## config.mk

```make
export PLATFORM = sky130hd
export DESIGN_NAME = csl_unit
export DESIGN_NICKNAME = d
export VERILOG_FILES = /design/src/common/csl_pkg.sv /design/src/rtl/csl_unit.sv
export SDC_FILE = /design/constraint.sdc
export NUM_CORES = 1
export LEC_CHECK = 0
export BUFFER_PORTS_ARGS = -buffer_cell sky130_fd_sc_hd__buf_2
export CAP_MARGIN = 15
export CORE_MARGIN = 2
export CORE_UTILIZATION = 30
export DETAILED_ROUTE_END_ITERATION = 12
export GPL_TIMING_DRIVEN = 0
export PLACE_DENSITY_LB_ADDON = 0.2
export RECOVER_POWER = 50
export SYNTH_ARGS = -nofsm -noshare
export SYNTH_HDL_FRONTEND = slang
export SYNTH_SLANG_ARGS = --single-unit
```

## constraint.sdc

```tcl
create_clock -name sys_clk -period 3.6 [get_ports sys_clk]
set_input_delay 0.54 -clock sys_clk [delete_from_list [all_inputs] [get_ports sys_clk]]
set_output_delay 0.54 -clock sys_clk [all_outputs]
set_load 0.01 [all_outputs]
```

## src/common/csl_pkg.sv

```systemverilog
// shared constants and carriers for the chip-select and lane-strobe unit
package csl_pkg;
    localparam int NUM_SEL = 8;
    localparam int ADDR_W = 7;
    // register map: select n at n*0x10, three words each
    localparam logic [1:0] KIND_BASE = 2'h0;
    localparam logic [1:0] KIND_MASK = 2'h1;
    localparam logic [1:0] KIND_CTRL = 2'h2;
    // mask register fields
    localparam int MASK_VALID_BIT = 0;
    localparam int MASK_LO = 16;
    // control register fields
    localparam int CTRL_W = 14;
    localparam int CTRL_BWR = 3;
    localparam int CTRL_BRD = 4;
    localparam int CTRL_BEM = 5;
    localparam int CTRL_PS_LO = 6;
    localparam int CTRL_AA = 8;
    localparam int CTRL_WS_LO = 10;
    localparam logic [CTRL_W-1:0] CTRL_RST = 14'h0000;
    localparam logic [15:0] BASE_RST = 16'h0000;
    localparam logic [15:0] MASK_RST = 16'h0000;
    // port width codes, same encoding as the boot straps
    localparam logic [1:0] PS_32 = 2'h0;
    localparam logic [1:0] PS_8 = 2'h1;
    // boot wait states when auto-acknowledge strap is high
    localparam logic [3:0] BOOT_WS = 4'hF;
    // transfer sizes
    localparam logic [1:0] SZ_BYTE = 2'h0;
    localparam logic [1:0] SZ_WORD = 2'h1;
    localparam logic [1:0] SZ_LONG = 2'h2;
    localparam logic [1:0] SZ_LINE = 2'h3;

    typedef enum logic {CSL_IDLE, CSL_BUSY} csl_state_e;

    // one bus cycle request from the core or an external master
    typedef struct packed {
        logic [31:0] addr;
        logic [1:0] size;
        logic read;
        logic ext_master;
    } csl_req_s;

    // strobe outputs toward the memories
    typedef struct packed {
        logic [7:0] select_n;
        logic [3:0] lane_strobes_n;
    } csl_pins_s;
endpackage

```

## src/rtl/csl_unit.sv

```systemverilog
// chip-select decoder, read strobe and lane strobe generator
//
// Operation
// eight programmable select outputs, seven down to zero
// masked match covers 64K to 4G blocks
// per-select base, mask, width, burst, waits, termination
// after reset only select 0 active, global
// boot config from data pins at reset release
// read strobe changes on falling clock edges only
// read strobe only when a select matches
// mode bit picks byte or write enables
// lane strobes from size, address, width, burst; the lanes here ignore burst
// strobe 0 gates top byte, low active
// 8-bit port: only strobe 0 low
// 16-bit byte: strobe 0 or 1 by A0
// 32-bit byte: one strobe by A1..A0
// 16-bit wider transfers: strobes 0,1 low
// 32-bit word by A1; longer all four
// external master cycles decoded too
// boot select for all until valid set
// auto-ack strap: off, or 15 waits
// width straps: 00=32, 01=8, 1x=16
// multi-match: all driven, external, 32-bit, no burst
// outputs low active, negated in reset/unclaimed
// select held for whole cycle incl. waits
`timescale 1ns/1ps
module csl_unit (
    // clock, reset, enable
    input wire logic sys_clk,
    input wire logic nrst,
    input wire logic clk_en,
    // register port
    input wire logic [csl_pkg::ADDR_W-1:0] reg_addr,
    input wire logic [31:0] reg_wdata,
    input wire logic reg_wr,
    input wire logic reg_rd,
    output logic [31:0] reg_rdata,
    // bus cycle from the core or external master
    input wire logic cyc_start,
    input wire csl_pkg::csl_req_s cyc_req,
    input wire logic ext_ack_in,
    // boot straps on data pins 7..5
    input wire logic [2:0] boot_straps,
    // memory side
    output csl_pkg::csl_pins_s mem_pins,
    output logic read_strobe_n,
    // cycle status
    output logic cyc_ack,
    output logic cyc_ext_term,
    output logic cyc_burst_ok,
    output logic cyc_wide32
);
    // reset release through two flops
    logic rst_meta_r;
    logic rst_n_s;
    always_ff @(posedge sys_clk or negedge nrst)
    begin
        if (!nrst)
        begin
            rst_meta_r <= 1'b0;
            rst_n_s <= 1'b0;
        end
        else
        begin
            rst_meta_r <= 1'b1;
            rst_n_s <= rst_meta_r;
        end
    end

    // straps cross in through two flops
    logic [2:0] strap_meta_r;
    logic [2:0] strap_sync_r;
    logic boot_loaded_r;
    always_ff @(posedge sys_clk or negedge nrst)
    begin
        if (!nrst)
        begin
            strap_meta_r <= 3'h0;
            strap_sync_r <= 3'h0;
        end
        else
        begin
            strap_meta_r <= boot_straps;
            strap_sync_r <= strap_meta_r;
        end
    end

    // boot control word built from the held strap levels
    wire strap_aa = strap_sync_r[2];
    wire [1:0] strap_ps = strap_sync_r[1:0];
    wire [csl_pkg::CTRL_W-1:0] boot_ctrl;
    // byte-enable mode on, bursts off: the boot part is unknown, so play safe
    assign boot_ctrl = {(strap_aa ? csl_pkg::BOOT_WS : 4'h0), 1'b0, strap_aa, strap_ps, 1'b1, 5'h00};

    // programming registers, one set per select
    logic [15:0] base_r [csl_pkg::NUM_SEL];
    logic [15:0] mask_r [csl_pkg::NUM_SEL];
    logic [csl_pkg::NUM_SEL-1:0] valid_r;
    logic [csl_pkg::CTRL_W-1:0] ctrl_r [csl_pkg::NUM_SEL];

    // register decode
    wire [2:0] reg_sel = reg_addr[6:4];
    wire [1:0] reg_kind = reg_addr[3:2];
    wire wr_base = reg_wr && reg_kind == csl_pkg::KIND_BASE;
    wire wr_mask = reg_wr && reg_kind == csl_pkg::KIND_MASK;
    wire wr_ctrl = reg_wr && reg_kind == csl_pkg::KIND_CTRL;
    wire [31:0] rd_mux;
    assign rd_mux = (reg_kind == csl_pkg::KIND_BASE) ? {base_r[reg_sel], 16'h0000} :
                    (reg_kind == csl_pkg::KIND_MASK) ? {mask_r[reg_sel], 15'h0000, valid_r[reg_sel]} :
                    (reg_kind == csl_pkg::KIND_CTRL) ? {18'h00000, ctrl_r[reg_sel]} : 32'h00000000;

    // register writes; select 0 control takes the straps once after release
    always_ff @(posedge sys_clk or negedge nrst)
    begin
        if (!nrst)
        begin
            for (int i = 0; i < csl_pkg::NUM_SEL; i++)
            begin
                base_r[i] <= csl_pkg::BASE_RST;
                mask_r[i] <= csl_pkg::MASK_RST;
                ctrl_r[i] <= csl_pkg::CTRL_RST;
            end
            valid_r <= 8'h00;
            boot_loaded_r <= 1'b0;
        end
        else if (clk_en && rst_n_s)
        begin
            boot_loaded_r <= 1'b1;
            if (!boot_loaded_r)
                ctrl_r[0] <= boot_ctrl;
            else if (wr_ctrl)
                ctrl_r[reg_sel] <= reg_wdata[csl_pkg::CTRL_W-1:0];
            if (wr_base)
                base_r[reg_sel] <= reg_wdata[31:16];
            if (wr_mask)
            begin
                mask_r[reg_sel] <= reg_wdata[31:16];
                valid_r[reg_sel] <= reg_wdata[csl_pkg::MASK_VALID_BIT];
            end
        end
    end

    // read data stands one cycle after the strobe
    always_ff @(posedge sys_clk or negedge nrst)
    begin
        if (!nrst)
            reg_rdata <= 32'h00000000;
        else if (clk_en)
            reg_rdata <= reg_rd ? rd_mux : 32'h00000000;
    end

    // address match per select; masked bits ignore the upper address
    wire boot_mode = !valid_r[0];
    logic [csl_pkg::NUM_SEL-1:0] hit;
    always_comb
    begin
        for (int i = 0; i < csl_pkg::NUM_SEL; i++)
            hit[i] = valid_r[i] && !boot_mode &&
                     (((cyc_req.addr[31:16] ^ base_r[i]) & ~mask_r[i]) == 16'h0000);
        if (boot_mode)
            hit = 8'h01;
    end

    // single-hit configuration lookup
    wire multi_hit = (hit & (hit - 8'h01)) != 8'h00;
    logic [csl_pkg::CTRL_W-1:0] hit_ctrl;
    always_comb
    begin
        hit_ctrl = csl_pkg::CTRL_RST;
        for (int i = 0; i < csl_pkg::NUM_SEL; i++)
            if (hit[i])
                hit_ctrl = ctrl_r[i];
    end

    // effective attributes; several hits fall back to a plain 32-bit cycle
    wire [1:0] eff_ps = multi_hit ? csl_pkg::PS_32 : hit_ctrl[csl_pkg::CTRL_PS_LO +: 2];
    wire eff_aa = !multi_hit && hit_ctrl[csl_pkg::CTRL_AA];
    wire [3:0] eff_ws = hit_ctrl[csl_pkg::CTRL_WS_LO +: 4];
    wire eff_burst = !multi_hit &&
                     (cyc_req.read ? hit_ctrl[csl_pkg::CTRL_BRD] : hit_ctrl[csl_pkg::CTRL_BWR]);
    wire eff_bem = hit_ctrl[csl_pkg::CTRL_BEM];

    // active lanes, bit 0 gates data 31..24
    logic [3:0] lanes_act;
    always_comb
    begin
        if (eff_ps == csl_pkg::PS_8)
            lanes_act = 4'h1;
        else if (eff_ps == csl_pkg::PS_32)
        begin
            if (cyc_req.size == csl_pkg::SZ_BYTE)
                lanes_act = 4'(4'h1 << cyc_req.addr[1:0]);
            else if (cyc_req.size == csl_pkg::SZ_WORD)
                lanes_act = cyc_req.addr[1] ? 4'hC : 4'h3;
            else
                lanes_act = 4'hF;
        end
        else
        begin
            if (cyc_req.size == csl_pkg::SZ_BYTE)
                lanes_act = cyc_req.addr[0] ? 4'h2 : 4'h1;
            else
                lanes_act = 4'h3;
        end
    end

    // write-enable mode keeps lanes quiet on reads
    wire lanes_on = eff_bem || !cyc_req.read;
    wire [3:0] lanes_n_nxt = lanes_on ? ~lanes_act : 4'hF;

    // cycle sequencer
    csl_pkg::csl_state_e state_r;
    logic [3:0] wait_r;
    logic int_term_r;
    logic rd_en_r;
    wire claim = cyc_start && hit != 8'h00;
    wire int_done = int_term_r && wait_r == 4'h0;
    wire ext_done = !int_term_r && ext_ack_in;
    wire cyc_end = state_r == csl_pkg::CSL_BUSY && (int_done || ext_done);

    // outputs come from flops; selects, lanes and status stand for the whole cycle, cyc_ack pulses after it only for internally terminated cycles
    always_ff @(posedge sys_clk or negedge nrst)
    begin
        if (!nrst)
        begin
            state_r <= csl_pkg::CSL_IDLE;
            wait_r <= 4'h0;
            int_term_r <= 1'b0;
            rd_en_r <= 1'b0;
            mem_pins <= '1;
            cyc_ack <= 1'b0;
            cyc_ext_term <= 1'b0;
            cyc_burst_ok <= 1'b0;
            cyc_wide32 <= 1'b0;
        end
        else if (clk_en && rst_n_s && boot_loaded_r)
        begin
            cyc_ack <= 1'b0;
            unique case (state_r)
                csl_pkg::CSL_IDLE:
                begin
                    if (claim)
                    begin
                        state_r <= csl_pkg::CSL_BUSY;
                        wait_r <= eff_aa ? eff_ws : 4'h0;
                        int_term_r <= eff_aa;
                        rd_en_r <= cyc_req.read;
                        mem_pins.select_n <= ~hit;
                        mem_pins.lane_strobes_n <= lanes_n_nxt;
                        cyc_ext_term <= !eff_aa;
                        cyc_burst_ok <= eff_burst;
                        cyc_wide32 <= eff_ps == csl_pkg::PS_32;
                    end
                end
                csl_pkg::CSL_BUSY:
                begin
                    if (wait_r != 4'h0)
                        wait_r <= wait_r - 4'h1;
                    if (cyc_end)
                    begin
                        state_r <= csl_pkg::CSL_IDLE;
                        rd_en_r <= 1'b0;
                        mem_pins <= '1;
                        cyc_ack <= int_done;
                        cyc_ext_term <= 1'b0;
                        cyc_burst_ok <= 1'b0;
                        cyc_wide32 <= 1'b0;
                    end
                end
            endcase
        end
    end

    // read strobe retimed to the falling edge, half a cycle after selects
    always_ff @(negedge sys_clk or negedge nrst)
    begin
        if (!nrst)
            read_strobe_n <= 1'b1;
        else if (clk_en)
            read_strobe_n <= !rd_en_r;
    end
endmodule

```

==> impl_metrics.tcl, run 1 <==
set metrics [dict create \
    dr.pass1.iters 5 \
    drt_iter0_markers 1872 \
    start_util 0.303 \
    dpl_cell_area_sq_um 23600 \
    die_h_microns 273 \
    routed_wirelength_microns 99700 \
    numClockSinks 439 \
    ys_async_sr_fraction 1.00 \
    clkSlewWorstSetupHoldPaths_ps 60 \
    ios 134 \
    path_max_fanout 10 \
    hold_class "in2async" \
    rows 98 \
    rsz0062_at_grt "true" \
    min_period_ps 3700 \
    slew_violations 114 \
    dp_slack_ps -1900 \
    violations "negative hold slack, max-capacitance violations, max-slew violations, negative setup slack" \
    first_global_vias 17800 \
    nets 2125 \
    powerDensity_nw_per_um2 509 \
    gr-usage-all-layers 0.264 \
    synth_warnings 0 \
    syn2layout_area_growth_pct 18.7 \
    cts_tree "yes" \
    fillers 7132 \
    die_w_microns 273 \
    cts_hold_buffers 0 \
    ant_nets 0 \
    vias 17700 \
    final_area_sq_um 25700 \
    timing.final.ws_setup_ps -95.8 \
    grt_overflow_total 0 \
    drive_above_1_share 0.316 \
    grt_start_max_net_pins 118 \
    die-area_sq_um 74300 \
    hold_viol 15 \
    gp_congestion 1.02 \
    worstSkewPairLatency_ps 620 \
    yosysUniqueCellTypes 72 \
    cap_violations 1 \
    setup_viol_count_final 2 \
    wl_per_cell_microns 32.9 \
    clock_skew_ps 28.4 \
    cts_made_buffers 50 \
    synthesis.area_sq_um 21600 \
    post-route-period-util 1.03 \
    crit_required_ps 4040 \
    tightest_slew_ps 1630 \
    status "finished with violations" \
    whs_ps -63.0 \
    dp_hpwl_microns 72500 \
    htreeDepth 2 \
    vdd_drop_max_uv 312 \
    max_freq_mhz 271 \
    yosys_register_bits 439 \
    root_buffer "clkbuf_16" \
    tns_ps -148 \
    crit_path_start_kind "input pin" \
    ys.flop_type "dfrtp_1" \
    yosysSeqAreaShare 0.508 \
    portBuffers 95 \
    grt_pass1_wl_microns 138000 \
    drc 0 \
    power_mw 13.1 \
    vias_per_cell 5.86 \
    crit_arrival_ps 4130 \
    synth-edff-count 0 \
    antenna_found_initial 2 \
    post-route-util 0.359 \
    leakage_nw 11.0 \
    relSlewSlack -0.0884 \
    netlist_instances 1857 \
    coreArea_sq_um 71500 \
    clockBufferDepth 3 \
    critPathKind "in2reg" \
    critPathCaptureType "flip-flop" \
    syn_area_per_cell_sq_um 11.7 \
]
==> placed cells by master (no fill, tap or decap), types with 53 or more instances in the layout <==
master	netlist	final
nor2_1	89	69
dfrtp_1	426	426
clkbuf_1	102	139
a22oi_1	104	104
mux2_2	364	364
buf_2	9	58
o21ai_0	60	60
o22ai_1	131	131
clkbuf_16	0	53
xnor2_1	125	112
==> through the flow <==
step,hold WS (ps),std cells
floorplan,244,1858
global placement,333,2903
detailed placement,336,2920
CTS,25.5,3015
global route,32.4,3029
finish,-63.0,3031
==> routing by layer <==
metal	GRT usage	routed length, microns
met1	0.334	39600
met5	0	0
met4	0.150	6290
met3	0.0590	8420
met2	0.416	45400
==> kinds of logic after synthesis <==
group | count (synthesis) | share of synthesized area
AO/OA/AOI/OAI | 450 | 0.143
XOR/XNOR | 128 | 0.0529
adder cells (fa/ha/maj) | 2 | 0.00104
buffers and inverters | 175 | 0.0343
flip-flops | 439 | 0.508
multiplexers | 374 | 0.194
other | 2 | 0.000347
AND/OR/NAND/NOR | 287 | 0.0663
==> final cells by class <==
cell class              count  area, sq um  area share
diodes                      2         5.00    0.000195
plain buffers             126          586      0.0228
clock buffers              80         1560      0.0606
clock inverters            13          115     0.00448
inverters                  47          176     0.00687
multi-input cells        1244        10200       0.398
flip-flops and latches    439        11000       0.428
well taps                 950         1190      0.0463
repair buffers            130          832      0.0324
==> sequential cells by signal, summed over array words and instances, names as in the netlist, 3 cells and up <==
| signal | cells |
|---|---|
| reg_rdata | 30 |
| mask_r | 128 |
| strap_meta_r | 3 |
| strap_sync_r | 3 |
| wait_r | 4 |
| ctrl_r | 112 |
| mem_pins | 12 |
| base_r | 128 |
| valid_r | 8 |
==> cell usage after synthesis, types with 8 or more instances <==
cell type | instances | area, sq um
nand2_1 | 53 | 199
a221oi_1 | 11 | 96.3
a211oi_1 | 8 | 60.1
nor3_1 | 21 | 105
clkbuf_1 | 102 | 383
nor2b_1 | 9 | 56.3
and3_1 | 20 | 125
nor4_1 | 18 | 113
a22oi_1 | 104 | 781
buf_2 | 9 | 45.0
nand4_1 | 22 | 138
nand3_1 | 18 | 90.1
a21oi_1 | 41 | 205
o22a_1 | 11 | 96.3
dfstp_2 | 13 | 342
o211ai_1 | 12 | 90.1
inv_1 | 47 | 176
buf_6 | 9 | 101
nor2_1 | 89 | 334
mux2_2 | 364 | 4100
a22o_1 | 17 | 149
mux2i_1 | 10 | 100
dfrtp_1 | 426 | 10700
o22ai_1 | 131 | 820
xnor2_1 | 125 | 1090
o21ai_0 | 60 | 300
==> final timing paths <==
kind / startpoint / endpoint / slack (ps) / cells past startpoint
setup / recovery: reg_addr[5] / reg_rdata[21] / -100 / 9
hold / removal: nrst / reg_rdata[9] / -60 / 1
setup reg to reg: base_r[58] / wait_r[3] / -50 / 9
hold reg to reg: strap_meta_r[2] / strap_sync_r[2] / 350 / 0
max in group asynchronous: nrst / base_r[92] / 560 / 3
min in group sys_clk: boot_straps[0] / strap_meta_r[0] / 50 / 1
==> power breakdown <==
group / switching [mW] / internal [mW] / leakage (nW) / total (mW)
logic: 1.18 / 0.783 / 4.33 / 1.96
registers: 0.450 / 5.39 / 5.88 / 5.84
clock network: 2.18 / 3.09 / 0.830 / 5.27
total: 3.81 / 9.27 / 11.0 / 13.1
==> worst max-delay path: stages <==
cell and delay (ps):
buf_2 160, clkbuf_1 580, clkbuf_2 540, nand3_2 500
clkbuf_2 580, o22ai_1 290, nor4_1 90, o21ai_0 680
o22ai_1 140
==> what timing repair did <==
| item | CTS | global route |
|---|---|---|
| setup buffers | 4 | 9 |
| pin swaps | 2 | 3 |
| gates resized for setup | 53 | 43 |
| setup endpoints to repair | 201 | 81 |
| endpoints found under the hold margin | 0 | 0 |
Power figures use the tool's default switching activity.
==> run 2, diff against run 1 <==
- REMOVE_ABC_BUFFERS: unset -> 1
==> impl_metrics.tcl, run 2 (same netlist as run 1, synthesis figures left out) <==
set metrics [dict create \
    tightest_slew_ps 1520 \
    violations "max-slew violations" \
    first_global_vias 17000 \
    vias_per_cell 5.76 \
    dp_hpwl_microns 58000 \
    crit_family "flip-flops" \
    syn2layout_area_growth_pct 17.9 \
    ios 134 \
    antenna_cells 0 \
    clkSlewWorstSetupHoldPaths_ps 60 \
    die_w_microns 273 \
    gr-usage-all-layers 0.232 \
    setup_viol_count_final 0 \
    final_area_sq_um 25500 \
    portBuffers 112 \
    rsz0062_at_grt "true" \
    root_buffer "clkbuf_16" \
    die_h_microns 273 \
    drive_above_1_share 0.327 \
    htreeDepth 2 \
    clockBufferDepth 3 \
    hold_class "in2reg" \
    worstReg2RegEnd "mem_pins[1]" \
    max_stage_delay_ps 530 \
    clock_skew_ps 29.4 \
    crit_path_start "read_strobe_n" \
    nets 2027 \
    cts_made_buffers 50 \
    routed_wirelength_microns 86700 \
    relSlewSlack -0.0135 \
    hold_end "strap_meta_r[1]" \
    crit_required_ps 3060 \
    fillers 7122 \
    max_freq_mhz 279 \
    crit_arrival_ps 3050 \
    worstHoldPathCells 1 \
    ff_latch_area_sq_um 11000 \
    drc 0 \
    rr_worst_depth 10 \
    gp_congestion 0.873 \
    vdd_drop_max_uv 338 \
    critPathCaptureType "primary output" \
    dr.pass1.iters 5 \
    most-common-layout-cells "426 x dfrtp_1, 364 x mux2_2, 131 x o22ai_1, 122 x xnor2_1, 104 x a22oi_1" \
    path_max_fanout 2 \
    powerDensity_nw_per_um2 501 \
    drt_iter0_markers 1628 \
    start_util 0.303 \
    crit_buf_inv 1 \
    slowest_stage "dfstp_2" \
    grt_pass1_wl_microns 125000 \
    cap_violations 0 \
    ant_nets 0 \
    crit_path_start_kind "flip-flop" \
    timing.final.ws_setup_ps 14.4 \
    die-area_sq_um 74300 \
    wl_per_cell_microns 29.6 \
    numClockSinks 439 \
    cp_cell_sequence "buf_6" \
    multi_input_area_sq_um 10300 \
    post-route-period-util 0.996 \
    dpl_cell_area_sq_um 23700 \
    grt_overflow_total 0 \
    final_common_cell "dfrtp_1" \
    r2r-start "base_r[46]" \
    vias 16900 \
    grt_start_max_net_pins 104 \
    worstHoldStart "boot_straps[1]" \
    critPathKind "reg2out" \
    worstSkewPairLatency_ps 630 \
    coreArea_sq_um 71500 \
    hold_viol 0 \
    antenna_found_initial 4 \
    dp_slack_ps -1480 \
    rows 98 \
    status "finished with violations" \
    min_period_ps 3590 \
    leakage_nw 10.9 \
    top_regs "base_r (128), mask_r (128), ctrl_r (112)" \
    reg2reg_slack_ps 40 \
    slew_violations 86 \
    cts_tree "yes" \
]
## run 2: cell types whose count changed in the layout (fill, tap and decap cells not counted), moves of 9 or more
cell	previous run	this run
nor2_4	1	16
clkbuf_2	21	1
xnor2_2	15	6
clkbuf_1	139	61
buf_12	0	10
xnor2_1	112	122
## run 2: routing by layer
layer  part of all wire  up-vias  wire length, microns  global-route usage
met5            0.00043        -                    37                   0
li1                   -     7091                     -                   -
met3              0.066      180                  5750              0.0419
met4              0.036        6                  3150              0.0824
met1               0.43     8865                 37400               0.315
met2               0.47      719                 40400               0.370
## run 2: how the worst max path moves through the flow
stage	endpoint	slack (ps)	depth (start not counted)
final	read_strobe_n	10	1
after global routing	mem_pins[1]	-50	10
after CTS	read_strobe_n	-10	1
after detailed placement	mem_pins[0]	-1480	11
after global placement	reg_rdata[23]	-7270	1
after floorplan	mem_pins[1]	410	9
## run 2: metrics by stage
stage / power [mW] / std cells / TNS, ps / hold WS (ps) / util
after detailed placement: 7.67 / 2830 / -131240 / 338 / 0.332
after global placement: 7.57 / 2793 / -3983070 / 335 / 0.319
final: 12.8 / 2929 / 0 / 42.1 / 0.357
after floorplan: 6.75 / 1731 / 0 / 244 / -
after CTS: 12.8 / 2927 / -9.80 / 17.5 / 0.357
after global routing: 13.3 / 2929 / -74.6 / 25.6 / 0.357
## run 2: area by class of cell
type,count,share of cell area
Sequential cell,439,0.431
Multi-Input combinational cell,1245,0.404
Clock buffer,78,0.0575
Timing Repair Buffer,157,0.0484
Tap cell,950,0.0466
Inverter,47,0.00692
Clock inverter,13,0.00530
## run 2: worst register-to-register path, cell delays in order (launching register included)
cell      delay [ps]
dfrtp_1          400
xnor2_1          380
o22ai_1          210
nor4_4           420
and3_4           430
o32ai_1          140
a21o_1           200
or4_1            590
a311o_1          380
a221oi_1         240
a311oi_1          90
## run 2: repair_timing
| item | CTS | global route |
|---|---|---|
| hold buffers | 1 | 0 |
| cloned | 1 | 0 |
| endpoints found under the setup margin | 23 | 27 |
| setup buffers | 5 | 2 |
| gates resized for setup | 30 | 11 |
| hold endpoints to repair | 63 | 0 |
| pin swaps | 3 | 4 |
## run 2: report_power, final
group / internal, mW / switching, mW / total (mW)
registers: 5.39 / 0.404 / 5.80
clock network: 2.94 / 2.19 / 5.12
logic: 0.772 / 1.08 / 1.86
==> run 3, diff against run 2 <==
- CELL_PAD_IN_SITES_DETAIL_PLACEMENT: unset -> 1
- CELL_PAD_IN_SITES_GLOBAL_PLACEMENT: unset -> 2
- CORE_MARGIN: 2 -> 3
==> impl_metrics.tcl, run 3 (same netlist as run 1, synthesis figures left out) <==
set metrics [dict create \
    status "finished with violations" \
    violations "max-capacitance violations, max-slew violations" \
    die-area_sq_um 75400 \
    crit_required_ps 3060 \
    grt_pass1_wl_microns 133000 \
    hold_end "strap_meta_r[0]" \
    cts_made_buffers 52 \
    vias 16600 \
    final_area_sq_um 25700 \
    drt_iter0_markers 1193 \
    rows 97 \
    busiest_layer "met2" \
    dp_hpwl_microns 63100 \
    hold_viol 0 \
    vdd_drop_max_uv 297 \
    slowest_stage "dfstp_2" \
    root_buffer "clkbuf_16" \
    r2r-start "base_r[103]" \
    wl_per_cell_microns 31.6 \
    top_regs "base_r (128), mask_r (128), ctrl_r (112)" \
    grt_start_max_net_pins 114 \
    dpl_cell_area_sq_um 23700 \
    coreArea_sq_um 70800 \
    setup_viol_count_final 0 \
    syn2layout_area_growth_pct 18.6 \
    numClockSinks 439 \
    vias_per_cell 5.66 \
    worstHoldStart "boot_straps[0]" \
    clkSlewWorstSetupHoldPaths_ps 60 \
    die_w_microns 275 \
    crit_path_start_kind "flip-flop" \
    worstReg2RegEnd "mem_pins[0]" \
    portBuffers 112 \
    routed_wirelength_microns 92800 \
    grt_overflow_total 0 \
    met1_usage 0.328 \
    met3_usage 0.0291 \
    ant_nets 0 \
    critPathKind "reg2out" \
    cp_num_cells 1 \
    most-common-layout-cells "425 x dfrtp_1, 364 x mux2_2, 130 x o22ai_1, 116 x xnor2_1, 104 x a22oi_1" \
    die_h_microns 275 \
    clockBufferDepth 3 \
    htreeDepth 2 \
    reg2reg_slack_ps 90 \
    final_common_cell "dfrtp_1" \
    crit_path_start "read_strobe_n" \
    start_util 0.306 \
    gr-usage-all-layers 0.245 \
    tns_ps 0 \
    worstSkewPairLatency_ps 620 \
    finalNonFillerCells 2934 \
    drive_above_1_share 0.332 \
    max_stage_delay_ps 520 \
    cts_tree "yes" \
    cp_cell_sequence "buf_6" \
    dr.pass1.iters 5 \
    nets 2035 \
    place_inst 2819 \
    slew_violations 114 \
    critPathCaptureType "primary output" \
    antenna_found_initial 2 \
    first_global_vias 17600 \
    grt_util_met2 0.406 \
    leakage_nw 10.9 \
    ios 134 \
    tightest_slew_ps 1700 \
    rr_worst_depth 10 \
    crit_family "flip-flops" \
    whs_ps 66.9 \
    hold_class "in2reg" \
    gp_congestion 0.887 \
    crit_buf_inv 1 \
    crit_arrival_ps 3040 \
    rsz0062_at_grt "true" \
    path_max_fanout 2 \
    clock_skew_ps 29.6 \
    cap_violations 1 \
    relSlewSlack -0.135 \
    powerDensity_nw_per_um2 502 \
    drc 0 \
    worstHoldPathCells 1 \
]
run 3: cell count changes in the layout (fill, tap and decap cells not counted), sizes merged:
cell,previous run,this run
buf,109,113
bufinv,2,0
clkbuf,125,137
clkinv,8,7
diode,0,3
inv,49,48
run 3: per-stage QoR:
| stage | worst slack, ps | util | total power [mW] |
|---|---|---|---|
| final | 24.5 | 0.363 | 12.9 |
| after global placement | -7510 | 0.322 | 7.62 |
| after CTS | -6.08 | 0.363 | 13.0 |
| after floorplan | 406 | - | 6.75 |
| after global routing | -32.6 | 0.363 | 13.4 |
| after detailed placement | -1710 | 0.335 | 7.73 |
run 3: worst max path at each step:
stage | to | slack [ps]
floorplan | mem_pins[1] | 410
global placement | reg_rdata[23] | -7510
detailed placement | mem_pins[0] | -1710
CTS | read_strobe_n | -6
global route | read_strobe_n | -30
finish | read_strobe_n | 20
run 3: cell type report:
type | count | area [sq um]
Fill cell | 7620 | 45100
Sequential cell | 439 | 11000
Multi-Input combinational cell | 1245 | 10400
Clock buffer | 88 | 1600
Timing Repair Buffer | 163 | 1280
Tap cell | 940 | 1180
Inverter | 47 | 180
Clock inverter | 9 | 58.8
Antenna cell | 3 | 7.51
run 3: metal layers:
metal | vias up | share of wire
met5 | - | 0
met4 | 0 | 0.037
met3 | 163 | 0.042
met2 | 437 | 0.48
met1 | 8894 | 0.44
li1 | 7120 | -
run 3: power by group:
part	total (mW)	switching (mW)	internal, mW	leakage (nW)
combinational	1.89	1.11	0.773	4.26
sequential	5.80	0.413	5.39	5.87
clock	5.20	2.20	3.00	0.820
run 3: repair_timing:
action | in CTS | in global routing
hold buffers | 1 | 0
endpoints found under the hold margin | 62 | 0
cloned | 1 | 0
buffers inserted | 11 | 3
resized for setup | 37 | 12
endpoints found under the setup margin | 31 | 9
pin swaps | 6 | 6
